==> config.mk <==
export PLATFORM = sky130hd
export DESIGN_NAME = wdt_top
export DESIGN_NICKNAME = d
export VERILOG_FILES = /design/src/wdt_pkg.sv /design/src/wdt_top.sv /design/src/wdt_counter.sv
export SDC_FILE = /design/constraint.sdc
export NUM_CORES = 1
export LEC_CHECK = 0
export BUFFER_PORTS_ARGS = -buffer_cell sky130_fd_sc_hd__buf_4
export CAP_MARGIN = 20
export CORE_MARGIN = 3
export CORE_UTILIZATION = 50
export CTS_BUF_LIST = sky130_fd_sc_hd__clkbuf_8
export CTS_CLUSTER_DIAMETER = 40
export DETAILED_ROUTE_END_ITERATION = 16
export PLACE_DENSITY = 0.87
export SLEW_MARGIN = 20
export SYNTH_ARGS = -nofsm -noshare
export SYNTH_HDL_FRONTEND = slang
export SYNTH_HIERARCHICAL = 1
export SYNTH_SLANG_ARGS = --single-unit
==> constraint.sdc <==
create_clock -name clk_i -period 2.8 [get_ports clk_i]
set_input_delay 0.14 -clock clk_i [delete_from_list [all_inputs] [get_ports clk_i]]
set_output_delay 0.14 -clock clk_i [all_outputs]
set_load 0.005 [all_outputs]
==> src/wdt_pkg.sv <==
// Package with register map, field layout and timing constants of the watchdog
package wdt_pkg;

  // Register byte offsets on the Wishbone slave
  localparam logic [7:0] WDT_OFS_CTRL = 8'h00;
  localparam logic [7:0] WDT_OFS_CAUSE = 8'h04;
  localparam logic [7:0] WDT_OFS_GIE = 8'h08;
  localparam logic [7:0] WDT_OFS_IRQ_STAT = 8'h0c;
  localparam logic [7:0] WDT_OFS_IRQ_CLR = 8'h10;
  localparam logic [7:0] WDT_OFS_IRQ_EN = 8'h14;
  localparam logic [7:0] WDT_OFS_RESTART = 8'h18;
  localparam logic [7:0] WDT_OFS_COUNT = 8'h1c;

  // Control register bit positions
  localparam int WDT_BIT_IRQ_EN = 6;
  localparam int WDT_BIT_TSEL_HI = 5;
  localparam int WDT_BIT_UNLOCK = 4;
  localparam int WDT_BIT_ENABLE = 3;
  localparam int WDT_BIT_TSEL_LO = 0;

  // Other register bit positions
  localparam int WDT_BIT_RST_FLAG = 3;
  localparam int WDT_BIT_GIE = 7;
  localparam int WDT_BIT_EV_IRQ = 0;
  localparam int WDT_BIT_EV_RST = 1;
  localparam int WDT_EV_N = 2;

  // Reset values
  localparam logic [3:0] WDT_TSEL_RST = 4'h0;
  localparam logic WDT_ENABLE_RST = 1'b0;
  localparam logic WDT_IRQ_EN_RST = 1'b0;
  localparam logic WDT_GIE_RST = 1'b0;
  localparam logic [WDT_EV_N-1:0] WDT_EV_RST = 2'h0;

  // Timeout select: 2K oscillator cycles at code 0, doubling to code 9
  localparam int WDT_BASE_CYCLES = 2048;
  localparam logic [3:0] WDT_TSEL_MAX = 4'h9;
  localparam int WDT_CNT_W = 21;

  // Change window length in system clock cycles
  localparam logic [2:0] WDT_UNLOCK_CYCLES = 3'h4;

  // Safety levels
  localparam logic [1:0] WDT_SAFETY_0 = 2'h0;
  localparam logic [1:0] WDT_SAFETY_1 = 2'h1;
  localparam logic [1:0] WDT_SAFETY_2 = 2'h2;

  // Watchdog control fields
  typedef struct packed {
    logic irq_en;
    logic unlock;
    logic enable;
    logic [3:0] tsel;
  } wdt_ctrl_t;

  // Decoded bus write request
  typedef struct packed {
    logic wr;
    logic [7:0] ofs;
    logic [7:0] data;
  } wdt_wreq_t;

endpackage

==> src/wdt_top.sv <==
// Watchdog timer with change window, safety levels and Wishbone registers
//
// Notes on behaviour
// Enable and irq-enable pick stop, irq or reset
// Irq-enable, no enable, global enable: interrupt instead
// With enable set, time-out clears irq-enable
// Software re-arms irq-enable after each interrupt
// Change-unlock self-clears four cycles after set
// Enable clears only while change-unlock reads one
// Disable: write unlock plus enable, then zero
// Timeout select changes need change-unlock set
// Writing one enables; permitted zero disables
// Safety level two never allows disabling
// Safety level one: reset flag forces enable
// Select codes 0..9 give 2K to 1024K cycles
// Reserved select codes fall back to valid one
// Select MSB at bit 5, rest bits 2..0
// Irq-enable bit 6, unlock bit 4, enable bit 3
// Unused watchdog: software clears flag and enable
// Global enable gates interrupt, cleared when taken
// Watchdog reset sets sticky reset flag
`timescale 1ns/1ns
module wdt_top #(
  parameter int CNT_W = wdt_pkg::WDT_CNT_W
) (
  // Clock, reset, clock enable
  input wire logic clk_i,
  input wire logic rst_i,
  input wire logic ce_i,
  // Wishbone slave
  input wire logic wb_cyc_i,
  input wire logic wb_stb_i,
  input wire logic wb_we_i,
  input wire logic [7:0] wb_adr_i,
  input wire logic [3:0] wb_sel_i,
  input wire logic [31:0] wb_dat_i,
  output logic [31:0] wb_dat_o,
  output logic wb_ack_o,
  // Watchdog oscillator pin and safety fuse level
  input wire logic wdt_osc_i,
  input wire logic [1:0] safety_level_i,
  // Core interrupt handshake
  input wire logic irq_taken_i,
  input wire logic return_from_interrupt_i,
  output logic wdt_irq_req_o,
  // System reset request and block interrupt
  output logic sys_reset_o,
  output logic irq_o
);

  // Oscillator pin synchroniser and edge detect
  logic osc_s1_q;
  logic osc_s2_q;
  logic osc_s3_q;
  wire osc_tick;

  // Register state
  wdt_pkg::wdt_ctrl_t ctrl_q;
  wdt_pkg::wdt_ctrl_t ctrl_d;
  logic [2:0] unlock_cnt_q;
  logic [2:0] unlock_cnt_d;
  logic rst_flag_q;
  logic gie_q;
  logic pend_q;
  logic [wdt_pkg::WDT_EV_N-1:0] ev_stat_q;
  logic [wdt_pkg::WDT_EV_N-1:0] ev_en_q;
  logic [wdt_pkg::WDT_EV_N-1:0] ev_set;
  logic [wdt_pkg::WDT_EV_N-1:0] ev_clr;
  logic ack_q;
  logic [31:0] dat_q;
  logic sys_reset_q;
  logic irq_q;
  logic irq_req_q;

  // Bus decode
  wdt_pkg::wdt_wreq_t wreq;
  wire bus_req;
  wire byte0;
  wire wr_ctrl;
  wire wr_cause;
  wire wr_gie;
  wire wr_clr;
  wire wr_en;
  wire wr_restart;
  logic [31:0] rd_mux;

  // Watchdog behaviour terms
  wire enable_eff;
  wire running;
  wire timeout;
  wire to_irq;
  wire to_reset;
  wire unlocked;
  wire [3:0] wr_tsel;
  wire [3:0] tsel_legal;
  wire [CNT_W-1:0] count;
  wire restart;

  // Two stages before any logic looks at the pin
  always_ff @(posedge clk_i) begin
    if (rst_i) begin
      osc_s1_q <= 1'b0;
      osc_s2_q <= 1'b0;
      osc_s3_q <= 1'b0;
    end else if (ce_i) begin
      osc_s1_q <= wdt_osc_i;
      osc_s2_q <= osc_s1_q;
      osc_s3_q <= osc_s2_q;
    end
  end

  assign osc_tick = osc_s2_q && !osc_s3_q;

  // Write lands on the edge where the master sees ack
  assign bus_req = wb_cyc_i && wb_stb_i;
  assign byte0 = wb_sel_i[0];
  assign wreq.wr = bus_req && wb_we_i && ack_q && byte0;
  assign wreq.ofs = wb_adr_i;
  assign wreq.data = wb_dat_i[7:0];
  assign wr_ctrl = wreq.wr && (wreq.ofs == wdt_pkg::WDT_OFS_CTRL);
  assign wr_cause = wreq.wr && (wreq.ofs == wdt_pkg::WDT_OFS_CAUSE);
  assign wr_gie = wreq.wr && (wreq.ofs == wdt_pkg::WDT_OFS_GIE);
  assign wr_clr = wreq.wr && (wreq.ofs == wdt_pkg::WDT_OFS_IRQ_CLR);
  assign wr_en = wreq.wr && (wreq.ofs == wdt_pkg::WDT_OFS_IRQ_EN);
  assign wr_restart = wreq.wr && (wreq.ofs == wdt_pkg::WDT_OFS_RESTART);

  // Split select field gathered from the written byte
  assign wr_tsel = {wreq.data[wdt_pkg::WDT_BIT_TSEL_HI],
                    wreq.data[wdt_pkg::WDT_BIT_TSEL_LO+2:wdt_pkg::WDT_BIT_TSEL_LO]};
  // Reserved codes clamp to the longest valid setting
  assign tsel_legal = (wr_tsel > wdt_pkg::WDT_TSEL_MAX) ? wdt_pkg::WDT_TSEL_MAX
                                                       : wr_tsel;

  assign unlocked = ctrl_q.unlock;

  // Fuse level and reset flag can hold the watchdog on
  assign enable_eff = ctrl_q.enable
                   || (safety_level_i == wdt_pkg::WDT_SAFETY_2)
                   || ((safety_level_i == wdt_pkg::WDT_SAFETY_1) && rst_flag_q);
  assign running = enable_eff || ctrl_q.irq_en;
  assign to_irq = timeout && ctrl_q.irq_en;
  assign to_reset = timeout && enable_eff && !ctrl_q.irq_en;
  // Enabling from stopped starts a fresh period
  assign restart = wr_restart || to_reset || (!running && ctrl_d.enable);

  wdt_counter #(
    .CNT_W(CNT_W)
  ) u_counter (
    .clk_i(clk_i),
    .rst_i(rst_i),
    .ce_i(ce_i),
    .tick_i(osc_tick),
    .run_i(running),
    .restart_i(restart),
    .tsel_i(ctrl_q.tsel),
    .timeout_o(timeout),
    .count_o(count)
  );

  // Control register next value
  always_comb begin
    ctrl_d = ctrl_q;
    unlock_cnt_d = unlock_cnt_q;
    if (unlock_cnt_q != 3'h0) begin
      unlock_cnt_d = unlock_cnt_q - 3'h1;
      if (unlock_cnt_q == 3'h1) begin
        ctrl_d.unlock = 1'b0;
      end
    end
    // Hardware drops irq-enable so the next time-out resets
    if (to_irq && enable_eff) begin
      ctrl_d.irq_en = 1'b0;
    end
    if (wr_ctrl) begin
      // A software set of irq-enable wins over the hardware clear
      ctrl_d.irq_en = wreq.data[wdt_pkg::WDT_BIT_IRQ_EN] | ctrl_d.irq_en;
      if (!wreq.data[wdt_pkg::WDT_BIT_IRQ_EN]) begin
        ctrl_d.irq_en = 1'b0;
      end
      if (wreq.data[wdt_pkg::WDT_BIT_ENABLE]) begin
        ctrl_d.enable = 1'b1;
      end else if (unlocked && safety_level_i != wdt_pkg::WDT_SAFETY_2) begin
        ctrl_d.enable = 1'b0;
      end
      if (unlocked) begin
        ctrl_d.tsel = tsel_legal;
      end
      if (wreq.data[wdt_pkg::WDT_BIT_UNLOCK]) begin
        ctrl_d.unlock = 1'b1;
        unlock_cnt_d = wdt_pkg::WDT_UNLOCK_CYCLES;
      end else begin
        ctrl_d.unlock = 1'b0;
        unlock_cnt_d = 3'h0;
      end
    end
  end

  always_ff @(posedge clk_i) begin
    if (rst_i) begin
      ctrl_q.irq_en <= wdt_pkg::WDT_IRQ_EN_RST;
      ctrl_q.unlock <= 1'b0;
      ctrl_q.enable <= wdt_pkg::WDT_ENABLE_RST;
      ctrl_q.tsel <= wdt_pkg::WDT_TSEL_RST;
      unlock_cnt_q <= 3'h0;
    end else if (ce_i) begin
      ctrl_q <= ctrl_d;
      unlock_cnt_q <= unlock_cnt_d;
    end
  end

  // Sticky reset flag: set wins over software clear
  always_ff @(posedge clk_i) begin
    if (rst_i) begin
      rst_flag_q <= 1'b0;
    end else if (ce_i) begin
      if (to_reset) begin
        rst_flag_q <= 1'b1;
      end else if (wr_cause && !wreq.data[wdt_pkg::WDT_BIT_RST_FLAG]) begin
        rst_flag_q <= 1'b0;
      end
    end
  end

  // Global interrupt enable and pending watchdog interrupt
  always_ff @(posedge clk_i) begin
    if (rst_i) begin
      gie_q <= wdt_pkg::WDT_GIE_RST;
      pend_q <= 1'b0;
      irq_req_q <= 1'b0;
    end else if (ce_i) begin
      if (irq_taken_i) begin
        gie_q <= 1'b0;
      end else if (return_from_interrupt_i) begin
        gie_q <= 1'b1;
      end else if (wr_gie) begin
        gie_q <= wreq.data[wdt_pkg::WDT_BIT_GIE];
      end
      if (to_irq) begin
        pend_q <= 1'b1;
      end else if (irq_taken_i && irq_req_q) begin
        pend_q <= 1'b0;
      end
      // No vector without the global enable; pending waits for it
      irq_req_q <= (pend_q || to_irq) && gie_q && !irq_taken_i;
    end
  end

  // Event status, enable and interrupt line
  assign ev_set[wdt_pkg::WDT_BIT_EV_IRQ] = to_irq;
  assign ev_set[wdt_pkg::WDT_BIT_EV_RST] = to_reset;
  assign ev_clr = wr_clr ? wreq.data[wdt_pkg::WDT_EV_N-1:0] : wdt_pkg::WDT_EV_RST;

  generate
    for (genvar i = 0; i < wdt_pkg::WDT_EV_N; i++) begin : g_ev
      always_ff @(posedge clk_i) begin
        if (rst_i) begin
          ev_stat_q[i] <= 1'b0;
          ev_en_q[i] <= 1'b0;
        end else if (ce_i) begin
          ev_stat_q[i] <= ev_set[i] | (ev_stat_q[i] & ~ev_clr[i]);
          if (wr_en) begin
            ev_en_q[i] <= wreq.data[i];
          end
        end
      end
    end
  endgenerate

  // Reset request is one cycle wide
  always_ff @(posedge clk_i) begin
    if (rst_i) begin
      sys_reset_q <= 1'b0;
      irq_q <= 1'b0;
    end else if (ce_i) begin
      sys_reset_q <= to_reset;
      irq_q <= |(ev_stat_q & ev_en_q);
    end
  end

  // Read mux; unmapped offsets read zero
  always_comb begin
    rd_mux = 32'h0;
    case (wb_adr_i)
      wdt_pkg::WDT_OFS_CTRL: begin
        rd_mux[wdt_pkg::WDT_BIT_IRQ_EN] = ctrl_q.irq_en;
        rd_mux[wdt_pkg::WDT_BIT_TSEL_HI] = ctrl_q.tsel[3];
        rd_mux[wdt_pkg::WDT_BIT_UNLOCK] = ctrl_q.unlock;
        rd_mux[wdt_pkg::WDT_BIT_ENABLE] = enable_eff;
        rd_mux[wdt_pkg::WDT_BIT_TSEL_LO+2:wdt_pkg::WDT_BIT_TSEL_LO] = ctrl_q.tsel[2:0];
      end
      wdt_pkg::WDT_OFS_CAUSE: begin
        rd_mux[wdt_pkg::WDT_BIT_RST_FLAG] = rst_flag_q;
      end
      wdt_pkg::WDT_OFS_GIE: begin
        rd_mux[wdt_pkg::WDT_BIT_GIE] = gie_q;
      end
      wdt_pkg::WDT_OFS_IRQ_STAT: begin
        rd_mux[wdt_pkg::WDT_EV_N-1:0] = ev_stat_q;
      end
      wdt_pkg::WDT_OFS_IRQ_EN: begin
        rd_mux[wdt_pkg::WDT_EV_N-1:0] = ev_en_q;
      end
      wdt_pkg::WDT_OFS_COUNT: begin
        rd_mux[CNT_W-1:0] = count;
      end
      default: begin
        rd_mux = 32'h0;
      end
    endcase
  end

  // One wait state: ack one cycle after the request appears
  always_ff @(posedge clk_i) begin
    if (rst_i) begin
      ack_q <= 1'b0;
      dat_q <= 32'h0;
    end else if (ce_i) begin
      ack_q <= bus_req && !ack_q;
      if (bus_req && !ack_q && !wb_we_i) begin
        dat_q <= rd_mux;
      end
    end
  end

  assign wb_ack_o = ack_q;
  assign wb_dat_o = dat_q;
  assign sys_reset_o = sys_reset_q;
  assign irq_o = irq_q;
  assign wdt_irq_req_o = irq_req_q;

endmodule

==> src/wdt_counter.sv <==
// Time-out counter stepped by watchdog oscillator ticks
`timescale 1ns/1ns
module wdt_counter #(
  parameter int CNT_W = wdt_pkg::WDT_CNT_W
) (
  // Clock and reset
  input wire logic clk_i,
  input wire logic rst_i,
  input wire logic ce_i,
  // Control
  input wire logic tick_i,
  input wire logic run_i,
  input wire logic restart_i,
  input wire logic [3:0] tsel_i,
  // Status
  output logic timeout_o,
  output logic [CNT_W-1:0] count_o
);

  logic [CNT_W-1:0] cnt_q;
  logic [CNT_W-1:0] cnt_d;
  logic timeout_q;
  logic [CNT_W-1:0] limit;
  wire last;

  // Length doubles with each code step
  assign limit = CNT_W'(wdt_pkg::WDT_BASE_CYCLES) << tsel_i;
  assign last = (cnt_q >= limit - CNT_W'(1));

  always_comb begin
    cnt_d = cnt_q;
    if (restart_i || !run_i) begin
      cnt_d = '0;
    end else if (tick_i) begin
      cnt_d = last ? '0 : cnt_q + CNT_W'(1);
    end
  end

  always_ff @(posedge clk_i) begin
    if (rst_i) begin
      cnt_q <= '0;
      timeout_q <= 1'b0;
    end else if (ce_i) begin
      cnt_q <= cnt_d;
      timeout_q <= run_i && !restart_i && tick_i && last;
    end
  end

  assign timeout_o = timeout_q;
  assign count_o = cnt_q;

endmodule

# Yosys cells after proc, flatten, opt, wreduce, memory -nomap -nowiden

Cells that the tools add are included.

Reductions and logical operators: 60
$add $sub $neg: 3
Equality and inequality tests: 11
Mux-type cells: 30
Bitwise gates (word level): 8
Magnitude comparators: 2
Shift operators: 1

Operators with widths:

| kind                                                                  | count |
|---|---|
| 21-bit two-way mux                                                    | 3 |
| 8-bit by 5-bit equality test with 1-bit output, second input constant | 4 |
| 1-bit logical AND                                                     | 27 |
| 21-bit by 1-bit adder with 21-bit output, second input constant       | 1 |
| 21-bit greater-or-equal comparator                                    | 1 |
| 12-bit by 4-bit << shifter with 21-bit output, first input constant   | 1 |
| 21-bit by 1-bit subtractor with 21-bit output, second input constant  | 1 |
| 8-bit by 4-bit equality test with 1-bit output, second input constant | 2 |
| 1-bit two-way mux                                                     | 14 |
| 2-bit AND reduction                                                   | 7 |
| 13-bit two-way mux                                                    | 1 |
| 2-bit nonzero test                                                    | 5 |
| 3-bit two-way mux                                                     | 3 |
| 8-bit by 3-bit equality test with 1-bit output, second input constant | 1 |
| 1-bit zero test                                                       | 8 |
| 8-bit zero test                                                       | 1 |
| 4-bit two-way mux                                                     | 2 |
| 2-bit one-hot mux with 4 select lines                                 | 1 |
| 1-bit logical OR                                                      | 7 |
| 7-bit two-way mux                                                     | 1 |
| 3-bit one-hot mux with 2 select lines                                 | 1 |
| 3-bit AND reduction                                                   | 2 |
| 3-bit nonzero test                                                    | 2 |
| 4-bit > comparator, second input constant                             | 1 |
| 13 further kinds                                                      | 18 |

Logic and storage cells: 137
Bits in registers: 67
Input bits: 55

# Logic depth before layout (Yosys ltp)

Depth after elaboration: 14
Gate-level depth with buffers: 15
Mapped depth without buffers: 13

# Cells and area by module

Netlist, hierarchy kept.

By module, submodules not included:

| module      | times used | area each (um^2) | cells each | sequential area each (um^2) |
|---|---|---|---|---|
| wdt_top     | 1          | 2337.2           | 265        | 900.9 |
| wdt_counter | 1          | 1405.1           | 168        | 440.4 |

# Least setup slack after synthesis

Ideal clock, no wire load.

Kind: register -> register
Start: register ctrl_q[2] in the netlist's numbering
End: register u_counter.cnt_q[14], in the netlist u_counter/count_o[14]
Data arrival time: 2.742 ns
Path buffers: 2
Stages on the path, launching flop included: 16
Setup slack: -0.056 ns
Required time: 2.686 ns
Cell sequence: dfxtp_1 clkbuf_1 nor3_1 nand2b_1 ha_1 nor3_1 a21o_1 a32oi_1 ha_1 nand4_1 nor4_1 a31oi_1 and3_1 o21ai_4 buf_4 nor2_1

Word-level cells in the longest chain between the ends: 6

RTL lines:

| element                                       | line              | source |
|---|---|---|
| start, declared                               | wdt_top.sv:58     | `wdt_pkg::wdt_ctrl_t ctrl_q;` |
| start signal, assigned                        | wdt_top.sv:206    | `ctrl_q <= ctrl_d;` |
| 12-bit by 4-bit << shifter with 21-bit output | wdt_counter.sv:27 | `assign limit = CNT_W'(wdt_pkg::WDT_BASE_CYCLES) << tsel_i;` |
| 21-bit by 1-bit subtractor with 21-bit output | wdt_counter.sv:28 | `assign last = (cnt_q >= limit - CNT_W'(1));` |
| 21-bit greater-or-equal comparator            | wdt_counter.sv:28 |  |
| 21-bit two-way mux                            | wdt_counter.sv:35 | `cnt_d = last ? '0 : cnt_q + CNT_W'(1);` |
| 21-bit two-way mux                            | wdt_counter.sv:34 | `end else if (tick_i) begin` |
| 21-bit two-way mux                            | wdt_counter.sv:32 | `if (restart_i \|\| !run_i) begin` |
| end signal, assigned                          | wdt_counter.sv:44 | `cnt_q <= cnt_d;` |
| end, declared                                 | wdt_counter.sv:20 | `logic [CNT_W-1:0] cnt_q;` |

Every way passes these cells. The select of a mux whose other input is x is not followed.
A chain may end at the register's enable or synchronous reset.

# Worst setup path in the final report

Start: register ctrl_q[3] in the netlist's numbering
End: register u_counter.cnt_q[4], in the netlist u_counter/count_o[4]

The elaborated chain is that of the path after synthesis.

==> summary.md <==
| Metric | Value |
|---|---|
| Result of the run | finished, final reports clean |
| Diode count | 0 |
| Switching Share | 26.4% |
| Top-area cell type share of the netlist area | 35.8% |
| Worst vdd ir | 0.322 mV |
| Power per unit of standard cell area | 461 mW/mm² |
| Final setup slack of the worst path | approximately 0.12 ns |
| Die Y | roughly 93 µm |
| Dpl hpwl | between 7000 and 8000 µm |
| TritonCTS clock tree | built |
| Total routing resource utilization after global routing | 22.4% |
| Worst EP arrival | around 2.9 ns |
| Transition time of the tightest slew-check pin | 0.776 ns |
| Total gr overflow | 0 |
| Max-slew violation count | 0 |
| Buffer levels on the longest clock path | 2 |
| Avg Vias per Cell | 5.89 |
| Fraction of power consumed by the clock network | 39.8% |
| DRC viols | 0 |
| Slew margin rel. | 47.7% |
| Source-to-sink clock delay at the later pin of the worst-skew pair | about 0.34 ns |
| Drt pass-1 iters | 5 |
| Port buffer count | 52 |
| I/O pin total | 91 |
| Chain of cells forming the critical path | nor3_4 -> nand2b_1 -> ha_2 -> buf_6 -> xnor2_2 -> ha_1 -> nand4_1 -> nor4_2 -> a31oi_2 -> and3_4 -> o21ai_4 -> buf_12 -> nor2_1 |
| Number of nets with antenna violations after detailed routing | 0 |
| Clock input transition at the sequential cells of the worst setup and hold paths | 0.08 ns |
| Buffer and inverter count on the worst path | 2 |
| Syn Std Cell Area | 0.00374 mm² |
| Placer congestion estimate | roughly 0.94 |
| CTS Root Buffer Type | clkbuf_8 |
| Maxcap violations | 0 |
| Post-Route WL | 9750 µm |
| Post-synthesis xor/xnor area fraction | 4.68% |
| Crit path max-delay cell type | dfxtp_2 |
| Number of H-tree levels | 3 |
| Count of final setup violators | 0 |
| Internal power of the cells | 1.52 mW |
| Final-report hold violation count | 0 |
| Worst hold slack | 0.0332 ns |
| Post-CTS Hold Fix Bufs | 0 |
| CP required | approximately 3 ns |
| Routed length per instance | about 16 µm |
| Crit path capture type | flop |
| Ranking of synthesized cells by area | dfxtp_1 36%, ha_1 5.0%, nor2_1 4.9% |
| Number of sinks on the clock net | 67 |
| Pre-CTS worst setup slack | ~0.0095 ns |
| Proportion of register bits with asynchronous set or reset after synthesis | 0% |
| Total Die Area | 0.00856 mm² |
| Post-Place Cell Area | approximately 0.0042 mm² |
| Core region area | between 0.007 and 0.008 mm² |
| Cell family contributing the most delay on the critical path | simple AND/OR/NAND/NOR gates |
| Die width | about 90 µm |
| Synthesized-area fraction occupied by and/or/nand/nor cells | a little over a quarter |
| Setup repair after global routing missed its margin | yes |
| Post-layout instance area | around 0.0045 mm² |
| Number of global-route vias before repair | 3257 |
| Number of cell rows | 30 |
| Combinational share of power | 12.4% |
| Number of buffers created by CTS | 9 |
| Critical setup path kind | flop to flop |
| Flip-flop and latch count after synthesis | 67 |
| Maximum number of pins on one net before global-route repair | 53 |
| Net Switching | roughly 550 µW |
| Dominant combinational cell family by area after synthesis | simple AND/OR/NAND/NOR gates |
| Skew final | 0.00755 ns |
| Post-layout nets | between 500 and 600 |
| FILL cells | 601 |
| Gate Count Post-Synth | between 400 and 500 |
| First-pass GRT wire length | roughly 16000 µm |
| Minimum clock period | approximately 2.7 ns |
| Number of warnings reported in the yosys synthesis log | 6 |
| Max incr delay on CP | ~0.34 ns |
| Largest fanout on the critical path | 16 |
| Class of the tightest hold or removal check | primary input to flop |
| Adder-cell area share of the yosys netlist | 5.02% |
| Prevailing post-synth register cell | dfxtp_1 |
| Number of vias after detailed routing | 3489 |
| Syn avg cell area | between 8 and 9 µm² |
| Sequential share of the synthesized area | 35.8% |
| Static leakage | 1.69 nW |
| Synth cell types | 68 |
| Complex-gate fraction of the synthesized area | 19.0% |
| Final period utilization | 95.6% |
| Fraction of synthesized area in multiplexers | under 10% |
| Critical path startpoint category | flop |
| Number of synthesized flops with an enable pin | 0 |
| Antenna violations before repair | 0 |
| Layout cells sized above 1 | between 20% and 30% |
| Area overhead of the layout relative to synthesis | 20.2% |
| Violation count after the first detailed-routing iteration | 219 |
| Sequential power share | 47.9% |
| Top achievable clock speed | 0.374 GHz |
| Synth area leader | dfxtp_1 |
| Effective utilization at floorplan | 53.3% |
cell usage after synthesis (all sizes together) (3+ instances only):
| cell type | n |
|---|---|
| dfxtp | 67 |
| nor2 | 61 |
| a21oi | 23 |
| nand2 | 21 |
| nand3 | 20 |
| buf | 19 |
| xor2 | 16 |
| ha | 15 |
| inv | 14 |
| a22oi | 13 |
| nand4 | 12 |
| o21ai | 12 |
| nor3 | 11 |
| clkbuf | 10 |
| nor4 | 10 |
| a31oi | 9 |
| and3 | 9 |
| mux2i | 8 |
| nor2b | 8 |
| nand2b | 6 |
| o31ai | 5 |
| a222oi | 4 |
| or3 | 4 |
| xnor2 | 4 |
| a211oi | 3 |
| a21o | 3 |
| a311oi | 3 |
| and2 | 3 |
| and4 | 3 |
| nor3b | 3 |
| o21a | 3 |
| or2 | 3 |
layout by cell type (no fill, tap or decap), drive strengths merged, types with 3 or more instances in the layout:
| cell type | netlist | layout |
|---|---|---|
| and3 | 9 | 9 |
| nor2b | 8 | 8 |
| conb | 1 | 11 |
| a22oi | 13 | 13 |
| or2 | 3 | 3 |
| a21oi | 23 | 23 |
| buf | 19 | 67 |
| o31ai | 5 | 5 |
| o21a | 3 | 3 |
| a21o | 3 | 3 |
| and2 | 3 | 3 |
| a222oi | 4 | 4 |
| a211oi | 3 | 3 |
| nand2 | 21 | 21 |
| and4 | 3 | 3 |
| dfxtp | 67 | 67 |
| nor2 | 61 | 61 |
| clkbuf | 10 | 10 |
| nand4 | 12 | 12 |
| or3 | 4 | 4 |
| nand2b | 6 | 6 |
| a311oi | 3 | 3 |
| xor2 | 16 | 16 |
| a31oi | 9 | 9 |
| nand3 | 20 | 20 |
| xnor2 | 4 | 4 |
| nor3 | 11 | 11 |
| nor3b | 3 | 3 |
| ha | 15 | 15 |
| o21ai | 12 | 12 |
| nor4 | 10 | 10 |
| inv | 14 | 15 |
| mux2i | 8 | 8 |
power groups by stage:
stage / combinational (mW) / sequential, mW / clock, mW
finish: 0.256 / 0.992 / 0.824
global route: 0.284 / 0.997 / 0.874
CTS: 0.252 / 0.992 / 0.839
detailed placement: 0.247 / 1.01 / 0
global placement: 0.237 / 1.01 / 0
floorplan: 0.184 / 1.01 / 0
logic make-up after synthesis:
family / after synthesis
muxes: 8
other: 1
and+or+nand+nor: 183
buffers and inverters: 44
xor gates and xnor gates: 20
adders and majority gates: 15
DFF: 67
AOI/OAI and AO/OA: 95
metal layers:
layer  track usage [%]  up-vias  wire length (µm)
met3              4.55       21               599
met4              8.54        0               175
met2              38.1      135              4860
li1                  -     1678                 -
met1              27.9     1655              4110
met5                 0        -                 0
layout make-up:
| type | instances | area (µm²) | share of cell area (%) |
|---|---|---|---|
| Tap cell | 96 | 120 | 2.67 |
| Clock inverter | 6 | 63.8 | 1.42 |
| Timing Repair Buffer | 67 | 519 | 11.5 |
| Multi-Input combinational cell | 332 | 2260 | 50.3 |
| Sequential cell | 67 | 1340 | 29.9 |
| Clock buffer | 10 | 138 | 3.06 |
| Inverter | 14 | 52.6 | 1.17 |
flip-flops by register name (all words and copies together), names as in the netlist:
name                 cells
wb_dat_o                21
osc_s3_q                 1
wb_ack_o                 1
ev_stat_q                2
unlock_cnt_q             3
sys_reset_o              1
u_counter/timeout_o      1
pend_q                   1
rst_flag_q               1
ev_en_q                  2
ctrl_q                   6
irq_o                    1
unlocked                 1
osc_s2_q                 1
osc_s1_q                 1
wdt_irq_req_o            1
gie_q                    1
u_counter/count_o       21
final timing paths:
path	start	endpoint	slack (ns)	cells after the start
worst max-delay path	ctrl_q[3]$_SDFFE_PP0P_	u_counter/count_o[4]$_SDFFE_PP0P_	0.12	13
worst max register to register	ctrl_q[3]$_SDFFE_PP0P_	u_counter/count_o[4]$_SDFFE_PP0P_	0.12	13
worst min register to register	sys_reset_o$_SDFFE_PP0P_	sys_reset_o$_SDFFE_PP0P_	0.48	2
worst min-delay path	wdt_osc_i	osc_s1_q$_SDFFE_PP0P_	0.03	3
tightest hold or removal path, stage by stage:
cell and delay [ns]:
buf_4 0.08, mux2i_1 0.05, nor2_1 0.07
repair_timing:
| action | CTS | global route |
|---|---|---|
| setup buffers | 0 | 1 |
| hold endpoints to repair | 0 | 0 |
| setup endpoints to repair | 1 | 20 |
| pin swaps | 0 | 10 |
| gates resized for setup | 1 | 11 |
per-stage QoR:
| step | cells | util (%) | TNS, ns | total power, mW |
|---|---|---|---|---|
| 3_5_place_dp | 575 | 60.2 | 0 | 1.26 |
| 3_3_place_gp | 575 | 60.2 | 0 | 1.25 |
| 4_1_cts | 591 | 63.2 | 0 | 2.08 |
| 2_1_floorplan | 443 | - | 0 | 1.20 |
| 6_report | 592 | 64.1 | 0 | 2.07 |
| 5_1_grt | 592 | 64.1 | -1.12 | 2.15 |
(Power assumes the default switching activity.)
